--- config.mk ---
export PLATFORM = sky130hd
export DESIGN_NAME = ohi_host_port
export DESIGN_NICKNAME = d
export VERILOG_FILES = /design/src/pkg/ohi_pkg.sv /design/src/hw/ohi_fifo.sv /design/src/hw/ohi_host_port.sv
export SDC_FILE = /design/constraint.sdc
export NUM_CORES = 1
export LEC_CHECK = 0
export BUFFER_PORTS_ARGS = -buffer_cell sky130_fd_sc_hd__buf_2
export CORE_MARGIN = 1.5
export CORE_UTILIZATION = 30
export CTS_CLUSTER_SIZE = 8
export DETAILED_ROUTE_END_ITERATION = 16
export GPL_TIMING_DRIVEN = 0
export SYNTH_ARGS = -nofsm -noshare
export SYNTH_HDL_FRONTEND = slang
export SYNTH_SLANG_ARGS = --single-unit
--- constraint.sdc ---
create_clock -name clk -period 7.2 [get_ports clk]
set_input_delay 2.16 -clock clk [delete_from_list [all_inputs] [get_ports clk]]
set_output_delay 2.16 -clock clk [all_outputs]
set_load 0.01 [all_outputs]
--- src/pkg/ohi_pkg.sv ---
// Constants, state codes and mode decoding for the host interface select block.
// Assumes one synchronous clock domain and pins already synchronous to it.
package ohi_pkg;
  localparam int unsigned DATA_W = 18;
  localparam int unsigned FIFO_DEPTH = 16;
  localparam logic [7:0] CMD_IFACE_SEL = 8'h36;
  localparam int unsigned PARAM_LSB = 0;
  localparam logic [1:0] HI_RESET = 2'h0;
  localparam logic [3:0] SEL_SPI4 = 4'h0;
  localparam logic [3:0] SEL_SPI3 = 4'h1;
  localparam logic [1:0] WIDTH_8 = 2'h0;
  localparam logic [1:0] WIDTH_16 = 2'h1;
  localparam logic [1:0] WIDTH_18 = 2'h3;
  localparam logic [17:0] MASK_8 = 18'h000ff;
  localparam logic [17:0] MASK_16 = 18'h0ffff;
  localparam logic [17:0] MASK_18 = 18'h3ffff;
  localparam logic [3:0] SER4_BITS = 4'h8;
  localparam logic [3:0] SER3_BITS = 4'h9;
  localparam int unsigned SCLK_BIT = 0;
  localparam int unsigned SDIN_BIT = 1;

  typedef enum logic [1:0] {
    ST_IDLE = 2'b00,
    ST_WR = 2'b01,
    ST_RD = 2'b10
  } ohi_state_t;

  // Legal interface codes only
  function automatic logic sel_ok(input logic [3:0] sel);
    if (!sel[1])
      return (sel == SEL_SPI4) || (sel == SEL_SPI3);
    return (sel[3:2] == WIDTH_8) || (sel[3:2] == WIDTH_16) || (sel[3:2] == WIDTH_18);
  endfunction

  // Data lines in use for a parallel width
  function automatic logic [17:0] width_mask(input logic [3:0] sel);
    unique case (sel[3:2])
      WIDTH_8: return MASK_8;
      WIDTH_16: return MASK_16;
      default: return MASK_18;
    endcase
  endfunction
endpackage

--- src/hw/ohi_fifo.sv ---
// Synchronous FIFO with valid/ready on both sides.
// Assumes a single clock and an active-low reset already synchronised.
`timescale 1ns/1ns
module ohi_fifo #(
  parameter int unsigned WIDTH = 18,
  parameter int unsigned DEPTH = 16
) (
  // Clock and reset
  input wire logic clk,
  input wire logic rst_n,
  // Fill side
  input wire logic in_valid,
  output logic in_ready,
  input wire logic [WIDTH-1:0] in_data,
  // Drain side
  output logic out_valid,
  input wire logic out_ready,
  output logic [WIDTH-1:0] out_data
);
  localparam int unsigned AW = $clog2(DEPTH);
  logic [WIDTH-1:0] mem [DEPTH];
  logic [AW-1:0] wp_q, wp_d, rp_q, rp_d;
  logic [AW:0] cnt_q, cnt_d;
  logic wr, rd;

  assign in_ready = (cnt_q != (AW+1)'(DEPTH));
  assign out_valid = (cnt_q != '0);
  assign out_data = mem[rp_q];

  always_comb
  begin
    wr = in_valid && in_ready;
    rd = out_valid && out_ready;
    wp_d = wr ? AW'(wp_q + 1'b1) : wp_q;
    rp_d = rd ? AW'(rp_q + 1'b1) : rp_q;
    cnt_d = (AW+1)'(cnt_q + wr - rd);
  end

  always_ff @(posedge clk or negedge rst_n)
  begin
    if (!rst_n)
    begin
      wp_q <= '0;
      rp_q <= '0;
      cnt_q <= '0;
    end
    else
    begin
      wp_q <= wp_d;
      rp_q <= rp_d;
      cnt_q <= cnt_d;
    end
  end

  always_ff @(posedge clk)
  begin
    if (wr)
      mem[wp_q] <= in_data;
  end
endmodule

--- src/hw/ohi_host_port.sv ---
// Host port of a display driver: interface select, strobe decode, word routing.
// Assumes host pins synchronous to clk; bus wire resolved outside from enables.
//
// Functional notes
// RULE1 - A four-bit select picks 4-wire or 3-wire serial, or 6800/8080 at 8, 16 or 18 bits.
// RULE2 - The two low select bits are pins and the two high bits are set by command 0x36.
// RULE3 - In 6800 mode a transfer begins while enable is high and chip select is low.
// RULE4 - In 6800 mode direction high means read and low means write.
// RULE5 - In 8080 mode a read starts when the read strobe is low with chip select low.
// RULE6 - In 8080 mode a write starts when the write strobe is low with chip select low.
// RULE7 - In serial modes the host ties both strobe inputs low.
// RULE8 - A word goes to display data when data/command is high, else to the command register.
// RULE9 - The chip initialises while the active-low init input is low.
// RULE10 - The host bus is served only while chip select is low.
// RULE11 - The 18-bit data bus is driven during reads and sampled during writes.
// RULE12 - The host sends the parameters of command 0x36 as data words.
// RULE13 - In 8-bit and 16-bit modes unused upper lines are ignored and never driven.
`timescale 1ns/1ns
module ohi_host_port #(
  parameter int unsigned DEPTH = ohi_pkg::FIFO_DEPTH
) (
  // Clock and reset
  input wire logic clk,
  input wire logic rst_b,
  input wire logic chip_init_low,
  // Host pins
  input wire logic cs_b,
  input wire logic e_rd,
  input wire logic rw_wr,
  input wire logic dc,
  input wire logic iface_select_bit0,
  input wire logic iface_select_bit1,
  input wire logic [17:0] host_data_in,
  output logic [17:0] host_data_out_q,
  output logic [17:0] host_data_oe_q,
  // Read-back word from the display side
  input wire logic [17:0] rd_data,
  // Command register
  output logic [7:0] cmd_q,
  output logic cmd_stb_q,
  // Display data stream
  output logic pix_valid,
  input wire logic pix_ready,
  output logic [17:0] pix_data,
  // Status
  output logic [1:0] sel_hi_q,
  output logic init_busy_q,
  output logic busy_q
);
  logic [1:0] rst_sync_q;
  logic rst_n;
  ohi_pkg::ohi_state_t st_q, st_d;
  logic [17:0] wbuf_q, wbuf_d, dout_d, oe_d, mask, mask_q;
  logic [8:0] sh_q, sh_d;
  logic [3:0] cnt_q, cnt_d, nbits;
  logic sclk_q, sclk_d, stb_d, wait_q, wait_d, busy_d, init_d;
  logic [7:0] cmd_d;
  logic [1:0] hi_d;
  logic [3:0] sel;
  logic ok, par, m68, push, push_dc, fifo_ready;
  logic [17:0] push_word;

  ////////////////////////////////////////////////////////////////////////////
  // Reset release
  always_ff @(posedge clk or negedge rst_b)
  begin
    if (!rst_b)
      rst_sync_q <= 2'b00;
    else
      rst_sync_q <= {rst_sync_q[0], 1'b1};
  end
  assign rst_n = rst_sync_q[1];

  ////////////////////////////////////////////////////////////////////////////
  // Mode decode
  always_comb
  begin
    sel = {sel_hi_q, iface_select_bit1, iface_select_bit0}; // see RULE2
    ok = ohi_pkg::sel_ok(sel); // see RULE1
    par = sel[1];
    m68 = sel[0];
    mask = ohi_pkg::width_mask(sel); // see RULE13
    nbits = m68 ? ohi_pkg::SER3_BITS : ohi_pkg::SER4_BITS;
  end

  ////////////////////////////////////////////////////////////////////////////
  // Transfer engine
  always_comb
  begin
    st_d = st_q;
    wbuf_d = wbuf_q;
    sh_d = sh_q;
    cnt_d = cnt_q;
    sclk_d = host_data_in[ohi_pkg::SCLK_BIT];
    oe_d = '0;
    dout_d = host_data_out_q;
    cmd_d = cmd_q;
    stb_d = 1'b0;
    hi_d = sel_hi_q;
    wait_d = wait_q;
    push = 1'b0;
    push_dc = 1'b0;
    push_word = '0;
    busy_d = !fifo_ready;
    init_d = 1'b0;
    // Parallel strobes
    if (cs_b || !ok || !par) // see RULE10
      st_d = ohi_pkg::ST_IDLE;
    else
    begin
      unique case (st_q)
        ohi_pkg::ST_IDLE:
        begin
          if (m68 && e_rd) // see RULE3
            st_d = rw_wr ? ohi_pkg::ST_RD : ohi_pkg::ST_WR; // see RULE4
          else if (!m68 && !e_rd) // see RULE5
            st_d = ohi_pkg::ST_RD;
          else if (!m68 && !rw_wr) // see RULE6
            st_d = ohi_pkg::ST_WR;
          wbuf_d = host_data_in & mask; // see RULE11
        end
        ohi_pkg::ST_WR:
        begin
          if (m68 ? !e_rd : rw_wr)
          begin
            push = 1'b1;
            push_dc = dc;
            push_word = wbuf_q;
            st_d = ohi_pkg::ST_IDLE;
          end
          else
            wbuf_d = host_data_in & mask; // see RULE13
        end
        ohi_pkg::ST_RD:
        begin
          if (m68 ? !e_rd : e_rd)
            st_d = ohi_pkg::ST_IDLE;
        end
        default: st_d = ohi_pkg::ST_IDLE;
      endcase
    end
    // Serial shifter, strobe pins held low by the host
    if (cs_b || !ok || par) // see RULE7
      cnt_d = '0;
    else if (host_data_in[ohi_pkg::SCLK_BIT] && !sclk_q)
    begin
      sh_d = {sh_q[7:0], host_data_in[ohi_pkg::SDIN_BIT]};
      cnt_d = 4'(cnt_q + 1'b1);
      if (cnt_d == nbits)
      begin
        cnt_d = '0;
        push = 1'b1;
        push_dc = m68 ? sh_d[8] : dc;
        push_word = {10'h000, sh_d[7:0]};
      end
    end
    // Routing
    if (push && !push_dc) // see RULE8
    begin
      cmd_d = push_word[7:0];
      stb_d = 1'b1;
      wait_d = (push_word[7:0] == ohi_pkg::CMD_IFACE_SEL);
    end
    else if (push && wait_q) // see RULE12
    begin
      hi_d = push_word[ohi_pkg::PARAM_LSB +: 2]; // see RULE2
      wait_d = 1'b0;
    end
    if (st_d == ohi_pkg::ST_RD) // see RULE11
    begin
      oe_d = mask; // see RULE13
      dout_d = rd_data & mask;
    end
    if (!chip_init_low) // see RULE9
    begin
      st_d = ohi_pkg::ST_IDLE;
      cnt_d = '0;
      oe_d = '0;
      stb_d = 1'b0;
      hi_d = ohi_pkg::HI_RESET;
      wait_d = 1'b0;
      init_d = 1'b1;
    end
  end

  always_ff @(posedge clk or negedge rst_n)
  begin
    if (!rst_n)
    begin
      st_q <= ohi_pkg::ST_IDLE;
      wbuf_q <= '0;
      sh_q <= '0;
      cnt_q <= '0;
      sclk_q <= 1'b0;
      host_data_out_q <= '0;
      host_data_oe_q <= '0;
      mask_q <= '0;
      cmd_q <= '0;
      cmd_stb_q <= 1'b0;
      sel_hi_q <= ohi_pkg::HI_RESET;
      wait_q <= 1'b0;
      busy_q <= 1'b0;
      init_busy_q <= 1'b1;
    end
    else
    begin
      st_q <= st_d;
      wbuf_q <= wbuf_d;
      sh_q <= sh_d;
      cnt_q <= cnt_d;
      sclk_q <= sclk_d;
      host_data_out_q <= dout_d;
      host_data_oe_q <= oe_d;
      mask_q <= mask;
      cmd_q <= cmd_d;
      cmd_stb_q <= stb_d;
      sel_hi_q <= hi_d;
      wait_q <= wait_d;
      busy_q <= busy_d;
      init_busy_q <= init_d;
    end
  end

  ////////////////////////////////////////////////////////////////////////////
  // Display data buffer
  ohi_fifo #(
    .WIDTH(ohi_pkg::DATA_W),
    .DEPTH(DEPTH)
  ) u_fifo (
    .clk(clk),
    .rst_n(rst_n),
    .in_valid(push && push_dc && chip_init_low), // see RULE8
    .in_ready(fifo_ready),
    .in_data(push_word),
    .out_valid(pix_valid),
    .out_ready(pix_ready),
    .out_data(pix_data)
  );
endmodule

==> results.json, run 1 <==
{
  "status": "completed",
  "cts_made_buffers": 52,
  "grt_pass1_wl_mm": 50.63,
  "hold_viol_final": 0,
  "start_util_pct": 30.37,
  "ir_drop_mv": 0.1870,
  "cts_tree": "yes",
  "syn-num-nets": 841,
  "worst_slew_pin_slew_ns": 1.289,
  "holdWs_ns": 0.2888,
  "cts_buffer_depth": 3,
  "ant_nets": 0,
  "vias": 7707,
  "clk_pin_slew_ns": 0.05,
  "ys.flop_type": "edfxtp_1",
  "power.total_mw": 5.683,
  "vias_per_cell": 4.660,
  "synthArstFlopShare_pct": 22.37,
  "synthCells": 780,
  "min_period_over_period_pct": 76.49,
  "r2r-start": "cnt_q[0]",
  "io_buffers": 113,
  "antennaDiodeCount": 0,
  "netlist_area_mm2": 0.01484,
  "ys_seq_area_share_pct": 72.29,
  "globalplace.congestion": 0.7586,
  "crit_required_ns": 5.04,
  "critPathLaunchType": "flop",
  "powerDensity_mw_per_mm2": 319.3,
  "die_area_mm2": 0.05080,
  "finish.utilization_pct": 36.44,
  "num_rows": 81,
  "synth_seq_cells": 371,
  "grtUsageMet3_pct": 3.455,
  "antenna_found_initial": 0,
  "timing.reg2reg.setup_slack_ns": 3.77,
  "use_met1_pct": 18.20,
  "cts_root_buffer": "clkbuf_16",
  "die_y_um": 225.4,
  "endpoint_kind": "primary output",
  "skew_ns": 0.02086,
  "use_met2_pct": 22.12,
  "synthTopCellsByArea": "edfxtp_1 (58%), dfrtp_1 (14%), mux4_2 (14%)",
  "drv_slew": 0,
  "worstReg2RegEnd": "u_fifo.mem[7][6]",
  "htreeDepth": 2,
  "grt_max_degree": 50,
  "nets": 1010,
  "rsz0062_at_grt": "no",
  "synthToLayoutAreaGrowth_pct": 19.96,
  "io_pins": 114,
  "drcViolationCount": 0,
  "gr-total-overflow": 0,
  "die_w_um": 225.4,
  "busiest_layer": "met2",
  "cts_resized": 0,
  "cts_setup_buffers": 0,
  "grt_usage_pct": 13.61,
  "yosysTopAreaCell": "edfxtp_1",
  "dp_hpwl_mm": 21.01,
  "drive_above_1_share_pct": 33.43,
  "hold_buffers": 0,
  "synth.avg_cell_area_um2": 19.02,
  "p_leak_nw": 6.435,
  "clkLatencyLatePin_ns": 0.57,
  "setup_viol": 0,
  "cts_sinks": 371,
  "drtPass1Iterations": 5,
  "core_mm2": 0.04885,
  "crit_path_max_fanout": 10,
  "slew_headroom_pct": 14.06,
  "drt-total-wl_mm": 34.07,
  "period_minus_slack_ns": 5.507,
  "yosys.area.top_type_share_pct": 58.28,
  "yosysUniqueCellTypes": 52,
  "worst_hold_path_type": "flop to async pin",
  "reg2regPathDepth": 7,
  "synth_edf_count": 288,
  "route.detailed.wl_per_inst_um": 20.60,
  "drtIter0Drc": 601,
  "yosysWarningCount": 0,
  "max_freq_mhz": 181.6,
  "worst-setup-path-type": "flop to primary output",
  "critPathArrivalTime_ns": 3.35,
  "first_global_vias": 8056,
  "maxCapViolCount": 0
}
[sequential cells by signal (all words and copies together), names as in the netlist]
| name | count |
|---|---|
| u_fifo.cnt_q | 5 |
| cmd_stb_q | 1 |
| rst_sync_q | 2 |
| wait_q | 1 |
| init_busy_q | 1 |
| u_fifo.rp_q | 4 |
| sel_hi_q | 2 |
| cnt_q | 4 |
| host_data_out_q | 18 |
| st_q | 2 |
| busy_q | 1 |
| wbuf_q | 18 |
| sh_q | 8 |
| cmd_q | 8 |
| u_fifo.wp_q | 4 |
| host_data_oe_q | 3 |
| sclk_q | 1 |
| u_fifo.mem | 288 |
[synth_stat cells (4+ instances only)]
cell type,number
edfxtp_1,288
mux4_2,90
dfrtp_1,82
nand2_1,55
mux2_2,32
o21ai_0,22
clkbuf_1,21
inv_1,18
buf_4,16
nor2_1,16
and2_1,14
ha_1,14
and3_1,13
a21oi_1,11
buf_2,10
xnor2_1,9
a22o_1,8
nor2b_1,7
xor2_1,5
a211oi_1,4
[logic make-up after synthesis]
kind of cell,count (synthesis),share of synthesized area [%]
adders and majority gates,15,1.315
xor gates and xnor gates,14,0.8264
buffers and inverters,70,2.310
muxes,122,16.09
AOI/OAI and AO/OA,57,2.555
other,1,0.02527
DFF,371,72.29
and+or+nand+nor,130,4.587
[area by class of cell]
cell class | count | area [µm²]
well taps | 664 | 830.8
plain buffers | 51 | 271.5
clock inverters | 4 | 56.30
inverters | 19 | 71.32
flip-flops and latches | 371 | 10730
fillers | 4647 | 31050
repair buffers | 115 | 608.1
clock buffers | 91 | 1448
multi-input cells | 339 | 3784
[where the power goes]
part | switching, mW | total, mW | internal, mW
sequential | 0.0492 | 2.40 | 2.35
combinational | 0.570 | 1.04 | 0.473
clock | 0.889 | 2.24 | 1.35
[per-stage QoR]
stage / setup WS [ns] / setup TNS (ns) / instance area, µm² / instances
finish: 1.693 / 0 / 17800 / 1654
global route: 1.615 / 0 / 17800 / 1654
CTS: 1.673 / 0 / 17800 / 1654
detailed placement: 2.138 / 0 / 16300 / 1559
global placement: -0.6893 / -12.35 / 16230 / 1557
floorplan: 1.798 / 0 / 14840 / 780
[worst max-delay path by stage]
| stage | startpoint | end | slack (ns) | depth (start not counted) |
|---|---|---|---|---|
| 6_report | u_fifo.rp_q[1] | pix_data[16] | 1.69 | 5 |
| 5_1_grt | u_fifo.rp_q[1] | pix_data[2] | 1.61 | 5 |
| 4_1_cts | u_fifo.rp_q[1] | pix_data[7] | 1.67 | 5 |
| 3_5_place_dp | iface_select_bit1 | u_fifo.mem[6][9] | 2.14 | 7 |
| 3_3_place_gp | iface_select_bit1 | u_fifo.mem[3][9] | -0.69 | 7 |
| 2_1_floorplan | iface_select_bit1 | u_fifo.mem[3][0] | 1.80 | 6 |
[per-layer routing]
layer  part of all wire (%)  vias up  wire, µm
met5                      0        -         0
met2                     48      248     16290
met3                    7.4       49      2524
met4                    1.7        0       570
met1                     43     4002     14680
li1                       -     3408         -
[critical path: stages, from the launching register on]
cell	delay, ns
dfrtp_1	0.37
clkbuf_1	0.51
clkbuf_1	0.79
mux4_2	0.44
mux4_2	0.49
buf_2	0.16
[cell usage in the layout (no fill, tap or decap), drive strengths merged, types with 2 or more instances in the layout]
| cell | count |
|---|---|
| a2111o | 2 |
| a211oi | 4 |
| a21o | 2 |
| a21oi | 12 |
| a22o | 8 |
| a32oi | 2 |
| and2 | 14 |
| and3 | 13 |
| and4 | 2 |
| and4b | 2 |
| buf | 145 |
| clkbuf | 112 |
| clkinv | 4 |
| dfrtp | 82 |
| edfxtp | 288 |
| ha | 14 |
| inv | 18 |
| mux2 | 32 |
| mux4 | 90 |
| nand2 | 55 |
| nand2b | 2 |
| nand3 | 2 |
| nand4 | 4 |
| nor2 | 17 |
| nor2b | 7 |
| nor3 | 2 |
| nor4 | 2 |
| o21ai | 23 |
| or2 | 2 |
| xnor2 | 9 |
| xor2 | 5 |
Note: power is estimated with default switching activity, not from simulation.
==> inputs of run 2 (changes only) <==
--- a/config.mk
+++ b/config.mk
@@ -5,6 +5,7 @@
 export SDC_FILE = /design/constraint.sdc
 export NUM_CORES = 1
 export LEC_CHECK = 0
+export ABC_AREA = 1
 export BUFFER_PORTS_ARGS = -buffer_cell sky130_fd_sc_hd__buf_2
 export CORE_MARGIN = 1.5
 export CORE_UTILIZATION = 30
==> constraint.sdc (replaced) <==
create_clock -name clk -period 5 [get_ports clk]
set_input_delay 1.5 -clock clk [delete_from_list [all_inputs] [get_ports clk]]
set_output_delay 1.5 -clock clk [all_outputs]
set_load 0.01 [all_outputs]
==> results.json, run 2 <==
{
  "period_minus_slack_ns": 4.550,
  "synth_edf_count": 288,
  "cts_setup_buffers": 0,
  "worst_slew_pin_slew_ns": 1.383,
  "rsz0062_at_grt": "no",
  "yosysTopAreaCell": "edfxtp_1",
  "drv_slew": 0,
  "synthTopCellsByArea": "edfxtp_1 (57%), dfrtp_1 (13%), mux2i_1 (4.1%)",
  "syn-num-nets": 1245,
  "first_global_vias": 10120,
  "cts_sinks": 371,
  "finish.utilization_pct": 36.96,
  "crit_required_ns": 3.50,
  "timing.reg2reg.setup_slack_ns": 1.90,
  "top_regs": "u_fifo.mem: 288 flops, host_data_out_q: 18 flops, wbuf_q: 18 flops",
  "synthCells": 1184,
  "layout_commonest_cell": "edfxtp_1",
  "htreeDepth": 2,
  "critPathArrivalTime_ns": 3.05,
  "nets": 1430,
  "layout_common_cells": "edfxtp_1 (288), nand2_1 (149), buf_2 (132), nor2_1 (124), o21ai_0 (116)",
  "min_period_over_period_pct": 91.01,
  "dp_hpwl_mm": 27.70,
  "synth.avg_cell_area_um2": 12.89,
  "grt_max_degree": 69,
  "maxCapViolCount": 0,
  "grtUsageMet3_pct": 3.718,
  "drtPass1Iterations": 5,
  "synth_seq_cells": 371,
  "grt_usage_pct": 15.69,
  "cp-endpoint": "pix_data[7]",
  "placed_area_mm2": 0.01709,
  "endpoint_kind": "primary output",
  "status": "completed",
  "holdWs_ns": 0.1779,
  "num_rows": 82,
  "drt-total-wl_mm": 41.46,
  "cts_tree": "yes",
  "drive_above_1_share_pct": 19.48,
  "ys_seq_area_share_pct": 70.28,
  "die_area_mm2": 0.05224,
  "reg2regPathDepth": 14,
  "power.total_mw": 9.011,
  "vias": 10120,
  "globalplace.congestion": 0.8062,
  "dp_slack_ns": 0.8841,
  "die_y_um": 228.6,
  "p_leak_nw": 6.543,
  "route.detailed.wl_per_inst_um": 20.09,
  "io_pins": 114,
  "cts_resized": 0,
  "worst-setup-path-type": "flop to primary output",
  "core_mm2": 0.05017,
  "drtIter0Drc": 871,
  "busiest_layer": "met2",
  "clkLatencyLatePin_ns": 0.60,
  "io_buffers": 113,
  "synth_commonest_cells": "edfxtp_1 (288), nand2_1 (149), nor2_1 (140)",
  "start_util_pct": 30.42,
  "synthArstFlopShare_pct": 22.37,
  "cts_made_buffers": 52,
  "clk_pin_slew_ns": 0.06,
  "cts_buffer_depth": 3,
  "regMostFlops": "u_fifo.mem",
  "worst_slack_ns": 0.4496,
  "setup_tns_ns": 0,
  "synthToLayoutAreaGrowth_pct": 21.51,
  "yosysUniqueCellTypes": 43,
  "cts_root_buffer": "clkbuf_16",
  "yosys.area.top_type_share_pct": 56.67,
  "ir_drop_mv": 0.2703,
  "ys.flop_type": "edfxtp_1",
  "gr-total-overflow": 0,
  "yosysWarningCount": 0,
  "worstSetupStartpoint": "u_fifo.rp_q[1]",
  "critPathLaunchType": "flop",
  "instances_no_fill": 2064,
  "antenna_found_initial": 0,
  "drcViolationCount": 0,
  "yosysMostFrequentCell": "edfxtp_1",
  "use_met2_pct": 25.02,
  "worst_hold_path_type": "flop to async pin",
  "use_met1_pct": 21.10,
  "setup_viol": 0,
  "netlist_area_mm2": 0.01526,
  "post-place-cells": 1987,
  "finish.instance_area_mm2": 0.01855,
  "grt_pass1_wl_mm": 62.07,
  "largest_reg_flops": 288,
  "hold_buffers": 0,
  "slew_headroom_pct": 7.429,
  "worstReg2RegEnd": "u_fifo.mem[12][8]",
  "r2r-start": "cnt_q[0]",
  "die_w_um": 228.6,
  "crit_path_max_fanout": 10,
  "vias_per_cell": 4.901,
  "ant_nets": 0,
  "powerDensity_mw_per_mm2": 485.9,
  "max_freq_mhz": 219.8,
  "skew_ns": 0.02622,
  "hold_viol_final": 0
}
==> run 2: final cells by class <==
class,count,area (µm²)
Buffer,78,387.9
Inverter,67,251.5
Sequential cell,371,10730
Tap cell,672,840.8
Clock inverter,4,55.05
Fill cell,4808,31630
Clock buffer,72,1398
Antenna cell,1,2.502
Multi-Input combinational cell,668,3944
Timing Repair Buffer,131,935.9
==> run 2: how the worst min path moves through the flow <==
stage                          end           from  slack (ns)
2_1_floorplan        rst_sync_q[1]  rst_sync_q[0]        0.33
3_3_place_gp         rst_sync_q[1]  rst_sync_q[0]        0.34
3_5_place_dp    host_data_out_q[4]  rst_sync_q[1]        0.19
4_1_cts        host_data_out_q[11]  rst_sync_q[1]        0.18
5_1_grt        host_data_out_q[11]  rst_sync_q[1]        0.20
6_report       host_data_out_q[11]  rst_sync_q[1]        0.18
==> run 2: power breakdown <==
| part | internal, mW | switching [mW] |
|---|---|---|
| combinational | 0.714 | 1.68 |
| clock | 1.91 | 1.26 |
| sequential | 3.38 | 0.0573 |
==> run 2: kinds of logic after synthesis <==
family	share of synthesized area, %
AO/OA/AOI/OAI	9.043
flip-flops	70.28
other	0.02457
XOR/XNOR	0.5657
buffers and inverters	4.189
multiplexers	4.288
AND/OR/NAND/NOR	10.33
adder cells (fa/ha/maj)	1.279
==> run 2: layer usage <==
metal	up-vias	wire [µm]
li1	4638	-
met1	4984	17930
met2	422	19060
met3	71	3376
met4	0	1093
met5	-	0
==> run 2: critical path, stage by stage, from the launching register on <==
cell	delay (ns)
dfrtp_1	0.36
buf_2	0.22
buf_1	0.48
clkbuf_1	0.63
o221ai_1	0.26
nand3_1	0.22
nand2_1	0.13
buf_2	0.16
